## src/logic/otu_pkg.sv

```systemverilog
// Shared constants and types of the oscillator training unit.
// Assumes a single 125 MHz system clock taken from the trained oscillator.
package otu_pkg;

	////////////////////////////////////////////////////////////////////////////////
	// Timing.
	localparam int TRAIN_INTERVAL_US = 4000;
	localparam int CLK_MHZ           = 125;
	localparam int TYP_CYCLES        = TRAIN_INTERVAL_US * CLK_MHZ;
	localparam int CRM_MIN_US        = 500;
	localparam int CRM_MAX_US        = 4000;
	localparam int STARTUP_US        = 1000;
	localparam int STARTUP_CYCLES    = STARTUP_US * CLK_MHZ;

	////////////////////////////////////////////////////////////////////////////////
	// Field widths and limits.
	localparam int PER_W       = 16;
	localparam int PDCM_CODES  = 8;
	localparam int CRM_CODES   = 4;
	localparam int N_W         = 8;
	localparam int MIN_PER_US  = 16;
	localparam int FAULT_W     = 7;
	localparam int FAULT_MAX   = 127;

	////////////////////////////////////////////////////////////////////////////////
	// Reset values.
	localparam logic [FAULT_W-1:0] FAULT_RESET = 7'h00;
	localparam logic               FLAG_RESET  = 1'b0;

	////////////////////////////////////////////////////////////////////////////////
	// Modes and states.
	typedef enum logic [2:0] {
		MODE_DSI3_CRM,
		MODE_DSI3_PDCM,
		MODE_PSI5,
		MODE_SPI,
		MODE_I2C
	} otu_mode_t;

	typedef enum logic [1:0] {
		ST_IDLE,
		ST_ARM,
		ST_MEASURE
	} otu_state_t;

endpackage : otu_pkg

```

## src/logic/otu_fault_counter.sv

```systemverilog
// Saturating up/down counter that filters window comparison results.
// Assumes step is a single-cycle decision on clk_sys and clear a level that holds the count at reset.
`timescale 1ns/100ps
`default_nettype none
module otu_fault_counter
	import otu_pkg::*;
(
	input  wire logic               clk_sys,
	input  wire logic               arst_n,
	input  wire logic               clear,
	input  wire logic               step,
	input  wire logic               up,
	output var  logic [FAULT_W-1:0] count
);

	localparam logic [FAULT_W-1:0] CNT_MAX = FAULT_W'(FAULT_MAX);
	localparam logic [FAULT_W-1:0] CNT_ONE = 7'h01;

	wire logic at_max = (count == CNT_MAX);
	wire logic at_min = (count == FAULT_RESET);

	wire logic [FAULT_W-1:0] next_count =
		clear                    ? FAULT_RESET :
		(step && up && !at_max)  ? count + CNT_ONE :
		(step && !up && !at_min) ? count - CNT_ONE :
		count;

	always_ff @(posedge clk_sys or negedge arst_n) begin
		if (!arst_n) begin
			count <= FAULT_RESET;
		end else begin
			count <= next_count;
		end
	end

endmodule : otu_fault_counter
`default_nettype wire

```

## src/logic/otu_trainer.sv

```systemverilog
// Oscillator training unit: measures local cycles over the master's periodic traffic.
// Assumes period_event and blocking_end are one-cycle pulses from decoders on clk_sys.
`timescale 1ns/100ps
`default_nettype none
// Contract
// - When enabled, measure master traffic against the selected period fields.
// - Derive the expected number of master periods per 4 ms interval.
// - Command/response mode trains only for periods from 500 us to 4 ms.
// - Count local cycles across the expected number of master periods.
// - Adjust only when the measured count lies inside the acceptance window.
// - Count above typical plus deadband lowers the target one trim step.
// - Count below typical minus deadband raises the target one trim step.
// - DSI3 and PSI5 apply the new target at command blocking end.
// - SPI and I2C apply the new target as soon as decided.
// - Enable cleared with revert clear holds the last adjustment.
// - Enable cleared with revert set restores the untrained setting.
// - PSI5 reference is the sync pulse period in the periodic field.
// - PSI5 training mutes phase 1 sync replies and starts after startup delay.
// - SPI training is timed from source id zero sensor data requests.
// - I2C training is timed from reads of the first sensor low byte.
// - Fault counter counts up outside the window, down inside it.
// - Fault counter reaching the limit sets the training fault flag.
// - Fault counter saturates between 0 and 127.
// - Command/response period outside 500 us to 4 ms sets the fault flag.
// - Command/response period not dividing 4 ms sets the fault flag.
module otu_trainer
	import otu_pkg::*;
#(
	parameter int                            CNT_W        = 21,
	parameter int                            TRIM_W       = 8,
	parameter int                            TYP_COUNT    = TYP_CYCLES,
	parameter int                            WINDOW       = 5000,
	parameter int                            DEADBAND     = 250,
	parameter int                            TRIM_STEP    = 1,
	parameter int                            STARTUP_CNT  = STARTUP_CYCLES,
	parameter logic [PDCM_CODES*PER_W-1:0]   PDCM_TABLE   =
		{16'h0bb8, 16'h0064, 16'h007d, 16'h00fa, 16'h0fa0, 16'h07d0, 16'h03e8, 16'h01f4},
	parameter logic [CRM_CODES*PER_W-1:0]    CRM_TABLE    =
		{16'h0fa0, 16'h07d0, 16'h03e8, 16'h01f4}
)(
	input  wire logic                     clk_sys,
	input  wire logic                     arst_n,
	input  wire logic                     training_enable,
	input  wire logic                     training_revert,
	input  wire otu_mode_t                link_mode,
	input  wire logic [1:0]               command_period_sel,
	input  wire logic [2:0]               periodic_period_sel,
	input  wire logic [FAULT_W-1:0]       fault_count_limit,
	input  wire logic                     fault_clear,
	input  wire logic                     period_event,
	input  wire logic                     blocking_end,
	input  wire logic                     psi5_phase1,
	output var  logic signed [TRIM_W-1:0] trim_offset,
	output var  logic                     training_fault_flag,
	output logic          [FAULT_W-1:0]   fault_count,
	output var  logic     [CNT_W-1:0]     measured_count,
	output var  logic                     measure_done,
	output var  logic                     sync_reply_block,
	output var  logic                     training_active
);

	////////////////////////////////////////////////////////////////////////////////
	// Elaboration checks.
	localparam int TRIM_MAX_I = (2 ** (TRIM_W - 1)) - 1;
	localparam int STARTUP_W  = $clog2(STARTUP_CNT + 1);

	if (2 ** CNT_W <= TYP_COUNT + WINDOW + 1) begin : g_bad_cnt
		$error("Cycle counter too narrow for the typical count.");
	end
	if (TRIM_STEP < 1 || TRIM_STEP > TRIM_MAX_I) begin : g_bad_step
		$error("Trim step does not fit the trim offset width.");
	end
	if (DEADBAND > WINDOW || STARTUP_CNT < 1) begin : g_bad_win
		$error("Deadband exceeds window or startup count is zero.");
	end

	////////////////////////////////////////////////////////////////////////////////
	// Period decoding.
	function automatic int n_of(input int per_us);
		return (per_us >= MIN_PER_US) ? TRAIN_INTERVAL_US / per_us : 0;
	endfunction : n_of

	function automatic logic crm_legal(input int per_us);
		return (per_us >= CRM_MIN_US) && (per_us <= CRM_MAX_US) &&
			((TRAIN_INTERVAL_US % per_us) == 0);
	endfunction : crm_legal

	logic [N_W-1:0] pdcm_n [PDCM_CODES];
	logic [N_W-1:0] crm_n  [CRM_CODES];
	logic           crm_ok [CRM_CODES];

	for (genvar g = 0; g < PDCM_CODES; g++) begin : g_pdcm
		localparam int PER = int'(PDCM_TABLE[g*PER_W +: PER_W]);
		if (PER < MIN_PER_US) begin : g_bad
			$error("Periodic period entry below the minimum period.");
		end
		assign pdcm_n[g] = N_W'(n_of(PER));
	end
	for (genvar g = 0; g < CRM_CODES; g++) begin : g_crm
		localparam int PER = int'(CRM_TABLE[g*PER_W +: PER_W]);
		if (PER < MIN_PER_US) begin : g_bad
			$error("Command period entry below the minimum period.");
		end
		assign crm_n[g]  = N_W'(n_of(PER));
		assign crm_ok[g] = crm_legal(PER);
	end

	wire logic mode_crm  = (link_mode == MODE_DSI3_CRM);
	wire logic mode_psi5 = (link_mode == MODE_PSI5);
	wire logic immediate = (link_mode == MODE_SPI) || (link_mode == MODE_I2C);

	wire logic [N_W-1:0] sel_n  = mode_crm ? crm_n[command_period_sel]
		: pdcm_n[periodic_period_sel];
	wire logic           crm_bad = mode_crm && !crm_ok[command_period_sel];

	////////////////////////////////////////////////////////////////////////////////
	// PSI5 startup delay.
	localparam logic [STARTUP_W-1:0] STARTUP_END = STARTUP_W'(STARTUP_CNT);
	localparam logic [STARTUP_W-1:0] STARTUP_ONE = STARTUP_W'(1);

	logic [STARTUP_W-1:0] startup_cnt;
	logic                 startup_done;

	// The counter stops once done, so the delay is served only once per reset.
	// startup delay after reset
	always_ff @(posedge clk_sys or negedge arst_n) begin
		if (!arst_n) begin
			startup_cnt  <= '0;
			startup_done <= 1'b0;
		end else if (!startup_done) begin
			startup_cnt  <= startup_cnt + STARTUP_ONE;
			startup_done <= (startup_cnt + STARTUP_ONE == STARTUP_END);
		end
	end

	wire logic train_go = training_enable && !crm_bad && (sel_n != '0) &&
		(!mode_psi5 || startup_done);

	////////////////////////////////////////////////////////////////////////////////
	// Measurement state machine.
	localparam logic [CNT_W-1:0] CYC_MAX = {CNT_W{1'b1}};
	localparam logic [CNT_W-1:0] CYC_ONE = CNT_W'(1);
	localparam logic [N_W-1:0]   EV_ONE  = N_W'(1);
	localparam logic [CNT_W-1:0] WIN_LO  = CNT_W'((TYP_COUNT > WINDOW) ? TYP_COUNT - WINDOW : 0);
	localparam logic [CNT_W-1:0] WIN_HI  = CNT_W'(TYP_COUNT + WINDOW);
	localparam logic [CNT_W-1:0] ADJ_LO  = CNT_W'((TYP_COUNT > DEADBAND) ? TYP_COUNT - DEADBAND : 0);
	localparam logic [CNT_W-1:0] ADJ_HI  = CNT_W'(TYP_COUNT + DEADBAND);

	otu_state_t     state;
	otu_state_t     next_state;
	logic [CNT_W-1:0] cyc;
	logic [N_W-1:0]   evcnt;

	wire logic [CNT_W-1:0] cyc_inc   = (cyc == CYC_MAX) ? cyc : cyc + CYC_ONE;
	wire logic [N_W-1:0]   evcnt_inc = evcnt + EV_ONE;

	wire logic event_ok = (state == ST_MEASURE) && train_go && period_event;
	wire logic decision = event_ok && (evcnt_inc == sel_n);

	wire logic in_win   = (cyc_inc >= WIN_LO) && (cyc_inc <= WIN_HI);
	wire logic too_high = cyc_inc > ADJ_HI;
	wire logic too_low  = cyc_inc < ADJ_LO;

	always_comb begin
		next_state = state;
		case (state)
			ST_IDLE:    next_state = train_go ? ST_ARM : ST_IDLE;
			ST_ARM:     next_state = !train_go ? ST_IDLE : (period_event ? ST_MEASURE : ST_ARM);
			ST_MEASURE: next_state = train_go ? ST_MEASURE : ST_IDLE;
			default:    next_state = ST_IDLE;
		endcase
	end

	always_ff @(posedge clk_sys or negedge arst_n) begin
		if (!arst_n) begin
			state <= ST_IDLE;
			cyc   <= '0;
			evcnt <= '0;
		end else begin
			state <= next_state;
			cyc   <= (state != ST_MEASURE || decision) ? '0 : cyc_inc;
			evcnt <= (state != ST_MEASURE || decision) ? '0 : (event_ok ? evcnt_inc : evcnt);
		end
	end

	always_ff @(posedge clk_sys or negedge arst_n) begin
		if (!arst_n) begin
			measured_count <= '0;
			measure_done   <= 1'b0;
		end else begin
			measured_count <= decision ? cyc_inc : measured_count;
			measure_done   <= decision;
		end
	end

	////////////////////////////////////////////////////////////////////////////////
	// Trim target.
	localparam logic signed [TRIM_W:0] STEP_X = (TRIM_W+1)'(TRIM_STEP);
	localparam logic signed [TRIM_W:0] MAX_X  = (TRIM_W+1)'(TRIM_MAX_I);
	localparam logic signed [TRIM_W:0] MIN_X  = -MAX_X - STEP_X + STEP_X - (TRIM_W+1)'(1);

	logic enable_q;
	logic started;
	logic pend_valid;
	logic pend_dn;

	wire logic enable_fall = enable_q && !training_enable && started;

	wire logic signed [TRIM_W:0] trim_ext = {trim_offset[TRIM_W-1], trim_offset};
	wire logic signed [TRIM_W:0] trim_dn  = trim_ext - STEP_X;
	wire logic signed [TRIM_W:0] trim_up  = trim_ext + STEP_X;
	wire logic signed [TRIM_W-1:0] trim_dn_sat =
		(trim_dn < MIN_X) ? MIN_X[TRIM_W-1:0] : trim_dn[TRIM_W-1:0];
	wire logic signed [TRIM_W-1:0] trim_up_sat =
		(trim_up > MAX_X) ? MAX_X[TRIM_W-1:0] : trim_up[TRIM_W-1:0];

	wire logic apply_now = decision && in_win && immediate;
	wire logic apply_blk = blocking_end && pend_valid && !immediate && training_enable;
	wire logic apply_dn  = (apply_now && too_high) || (apply_blk && pend_dn);
	wire logic apply_up  = (apply_now && too_low) || (apply_blk && !pend_dn);
	wire logic pend_set  = decision && in_win && !immediate && (too_high || too_low);

	wire logic signed [TRIM_W-1:0] next_trim =
		(enable_fall && training_revert) ? '0 :
		apply_dn ? trim_dn_sat :
		apply_up ? trim_up_sat :
		trim_offset;

	always_ff @(posedge clk_sys or negedge arst_n) begin
		if (!arst_n) begin
			trim_offset <= '0;
			enable_q    <= 1'b0;
			started     <= 1'b0;
			pend_valid  <= 1'b0;
			pend_dn     <= 1'b0;
		end else begin
			trim_offset <= next_trim;
			enable_q    <= training_enable;
			started     <= training_enable ? (started || state != ST_IDLE) : 1'b0;
			pend_valid  <= pend_set || (pend_valid && !apply_blk && !enable_fall);
			pend_dn     <= pend_set ? too_high : pend_dn;
		end
	end

	////////////////////////////////////////////////////////////////////////////////
	// Fault filtering and status.
	otu_fault_counter u_fault (
		.clk_sys (clk_sys),
		.arst_n  (arst_n),
		.clear   (!training_enable),
		.step    (decision),
		.up      (!in_win),
		.count   (fault_count)
	);

	wire logic limit_hit = training_enable && (fault_count >= fault_count_limit);
	wire logic cfg_err   = training_enable && crm_bad;

	always_ff @(posedge clk_sys or negedge arst_n) begin
		if (!arst_n) begin
			training_fault_flag <= FLAG_RESET;
			sync_reply_block    <= 1'b0;
			training_active     <= 1'b0;
		end else begin
			training_fault_flag <= limit_hit || cfg_err || (training_fault_flag && !fault_clear);
			sync_reply_block    <= training_enable && mode_psi5 && psi5_phase1;
			training_active     <= (next_state != ST_IDLE);
		end
	end
endmodule : otu_trainer
`default_nettype wire

```

## config.mk

```make
export PLATFORM = sky130hd
export DESIGN_NAME = otu_trainer
export DESIGN_NICKNAME = d
export VERILOG_FILES = /design/src/logic/otu_pkg.sv /design/src/logic/otu_fault_counter.sv /design/src/logic/otu_trainer.sv
export SDC_FILE = /design/constraint.sdc
export NUM_CORES = 1
export LEC_CHECK = 0
export ABC_CLOCK_PERIOD_IN_PS = 10220
export BUFFER_PORTS_ARGS = -buffer_cell sky130_fd_sc_hd__buf_2
export CAP_MARGIN = 40
export CORE_UTILIZATION = 40
export CTS_CLUSTER_DIAMETER = 30
export DETAILED_ROUTE_END_ITERATION = 12
export PLACE_DENSITY = 0.69
export SLEW_MARGIN = 10
export SYNTH_ARGS = -nofsm -noshare
export SYNTH_HDL_FRONTEND = slang
export SYNTH_SLANG_ARGS = --single-unit
```

## constraint.sdc

```tcl
create_clock -name clk_sys -period 10.22 [get_ports clk_sys]
set_input_delay 0.511 -clock clk_sys [delete_from_list [all_inputs] [get_ports clk_sys]]
set_output_delay 0.511 -clock clk_sys [all_outputs]
set_load 0.02 [all_outputs]
```

==> run metrics <==
status completed; Crit Path Category reg -> reg; # resized after CTS 0; worst hold slack 0.121 ns; hold buffer count at CTS 0; wire per inst 15.4 um; fin area 0.00709 mm2; clk sinks 93; critical path peak fanout 13; Worst-path clk slew 0.07 ns; Max Cap Violations 0; grt ovf 0; die height 128 um; post-synthesis sequential area ratio 0.368; EDFF count, synth 0; Fin. Hold Viols 0; Post-DP Area 0.00677 mm2; IO buf count 62; total I/O pin count 63; Netlist cell types 80; Setup crit end kind flop; fillcell total 1,528; Tot Pwr 0.855 mW; Vias per Instance 5.71; # nets final 818; CTS tree done; CP Data Arrival Time 5.94 ns; CP startpoint cyc[0]; Multi-input gate area 0.00372 mm2; Max clock buf depth 2; die width 128 um; H-tree lvl count 3; post-synth net total 781; final setup TNS 0 ns; Yosys warnings 0; slowest CP cell nor4_4; initial antenna violation count 0; worst-case vdd ir drop 0.0774 mV; global-route wire length before repair 25,700 um; ANT nets after route 0; max-slew violation count 0; clk root buf clkbuf_16; Syn Inst Count 734; pwr dens 121 mW/mm2; Worst-Margin Slew 0.889 ns; Worst EP required 10.49 ns; LEAKAGE 3.11 nW; share of layout cells above drive strength 1 0.140; relative slew slack 0.402; Starting Density 0.413; Final HPWL DP 11,000 um; largest net degree at the start of global routing 54; Synth async-reset ratio 1.00; synthesized area 0.00633 mm2; Critical R2R Launch cyc[0]; Inserted Clock Buffers 9; core area 0.0153 mm2; minimum clock period 5.67 ns; Primary FF master, synth dfrtp_1; die footprint 0.0163 mm2; startpoint types flop; clock skew 0.00656 ns; # DRC 0; syn avg cell area 8.63 um2; Ant. Diodes 0; gp weighted congestion 1.00; Final Setup Violations 0; commonest cells after routing, fill and taps aside dfrtp_1 (93), nand2_1 (88), nor2_1 (69); most common cell after layout, fill and taps aside dfrtp_1; Post-CTS Setup Bufs 0; Fmax 176 MHz; drt first-iter violations 426; worst-path cell chain ha_1 > nand3_1 > nor4_4 > a21oi_1 > a32o_1 > nor4_1 > a211oi_1 > o31a_1 > or3_1 > ha_1 > nor2b_1 > o21ai_0 > nand2b_1 > a21o_1 > nand2_1 > nor3b_1 > mux2i_1 > or3_1 > a21oi_1; DR vias 5,632; clk_lat worst skew 0.35 ns; vias in the first global route 5,200; RSZ-0062 raised after global routing no; worst hold-check path type in -> async; Rows 45; FF+latch area 0.00233 mm2; final core occ 0.463; period utilisation layout 0.554; First-pass DRT Iterations 5; Buf/Inv on CP 0; Post-Route WL 15,200 um; Layout area overhead 12.0%; #FFs+latches synth 93; Worst path top cell family by delay simple AND/OR/NAND/NOR gates; Max stage delay on crit path 0.64 ns; Total GRT Usage 0.196
-- through the flow --
| step | worst slack, ns | instances |
|---|---|---|
| floorplan | 5.66 | 734 |
| global placement | 4.80 | 970 |
| detailed placement | 4.70 | 971 |
| CTS | 4.67 | 987 |
| global route | 4.17 | 987 |
| finish | 4.55 | 987 |
-- worst paths after layout --
path                                  endpoint  cells past startpoint  slack (ns)
max                           u_fault.count[6]                     19        4.55
min                          measured_count[3]                      1        0.12
max reg2reg                   u_fault.count[6]                     19        4.55
min reg2reg                  measured_count[3]                      2        0.47
max in group asynchronous             evcnt[2]                      2        9.03
min in group clk_sys       training_fault_flag                      2        0.35
-- flip-flops by register name, indices dropped and copies added (netlist names) --
name,cells
cyc,21
measured_count,21
startup_cnt,17
evcnt,8
trim_offset,8
u_fault.count,7
state,2
enable_q,1
measure_done,1
pend_dn,1
pend_valid,1
started,1
startup_done,1
sync_reply_block,1
training_active,1
training_fault_flag,1
-- power by group --
part,total (mW),switching [mW],internal [mW]
Clock,0.367,0.151,0.216
Sequential,0.384,0.0102,0.374
Combinational,0.104,0.0657,0.0380
-- cell type report --
cell class,instances,share of cell area
tap,211,0.0372
clock buffer,9,0.0318
sequential,93,0.328
clock inverter,7,0.0138
timing repair buffer,65,0.0473
multi-input combinational,571,0.525
inverter,31,0.0164
-- cell usage after synthesis (20+ instances only) --
library cell,number,area share
xnor2_1,33,0.046
nand2_1,88,0.052
inv_1,31,0.018
nand4_1,21,0.021
a21oi_1,25,0.020
nor2_1,69,0.041
ha_1,23,0.045
nand3_1,27,0.021
dfrtp_1,93,0.37
xor2_1,20,0.028
clkbuf_1,24,0.014
nor3_1,25,0.020
o21ai_0,45,0.036
-- metal layers --
metal,GRT usage,vias up,wire length (um),part of all wire
met5,0,-,0,0
met1,0.261,2691,6920,0.46
met2,0.317,173,7180,0.47
met4,0.0623,0,299,0.020
met3,0.0388,23,761,0.050
li1,-,2745,-,-
-- logic make-up after synthesis --
family                   Yosys count  share of synthesized area
multiplexers                      16                     0.0265
AND/OR/NAND/NOR                  315                      0.258
flip-flops                        93                      0.368
adder cells (fa/ha/maj)           25                     0.0502
XOR/XNOR                          53                     0.0733
buffers and inverters             70                     0.0441
AO/OA/AOI/OAI                    162                      0.180
Note: power is estimated with default switching activity, not from simulation.
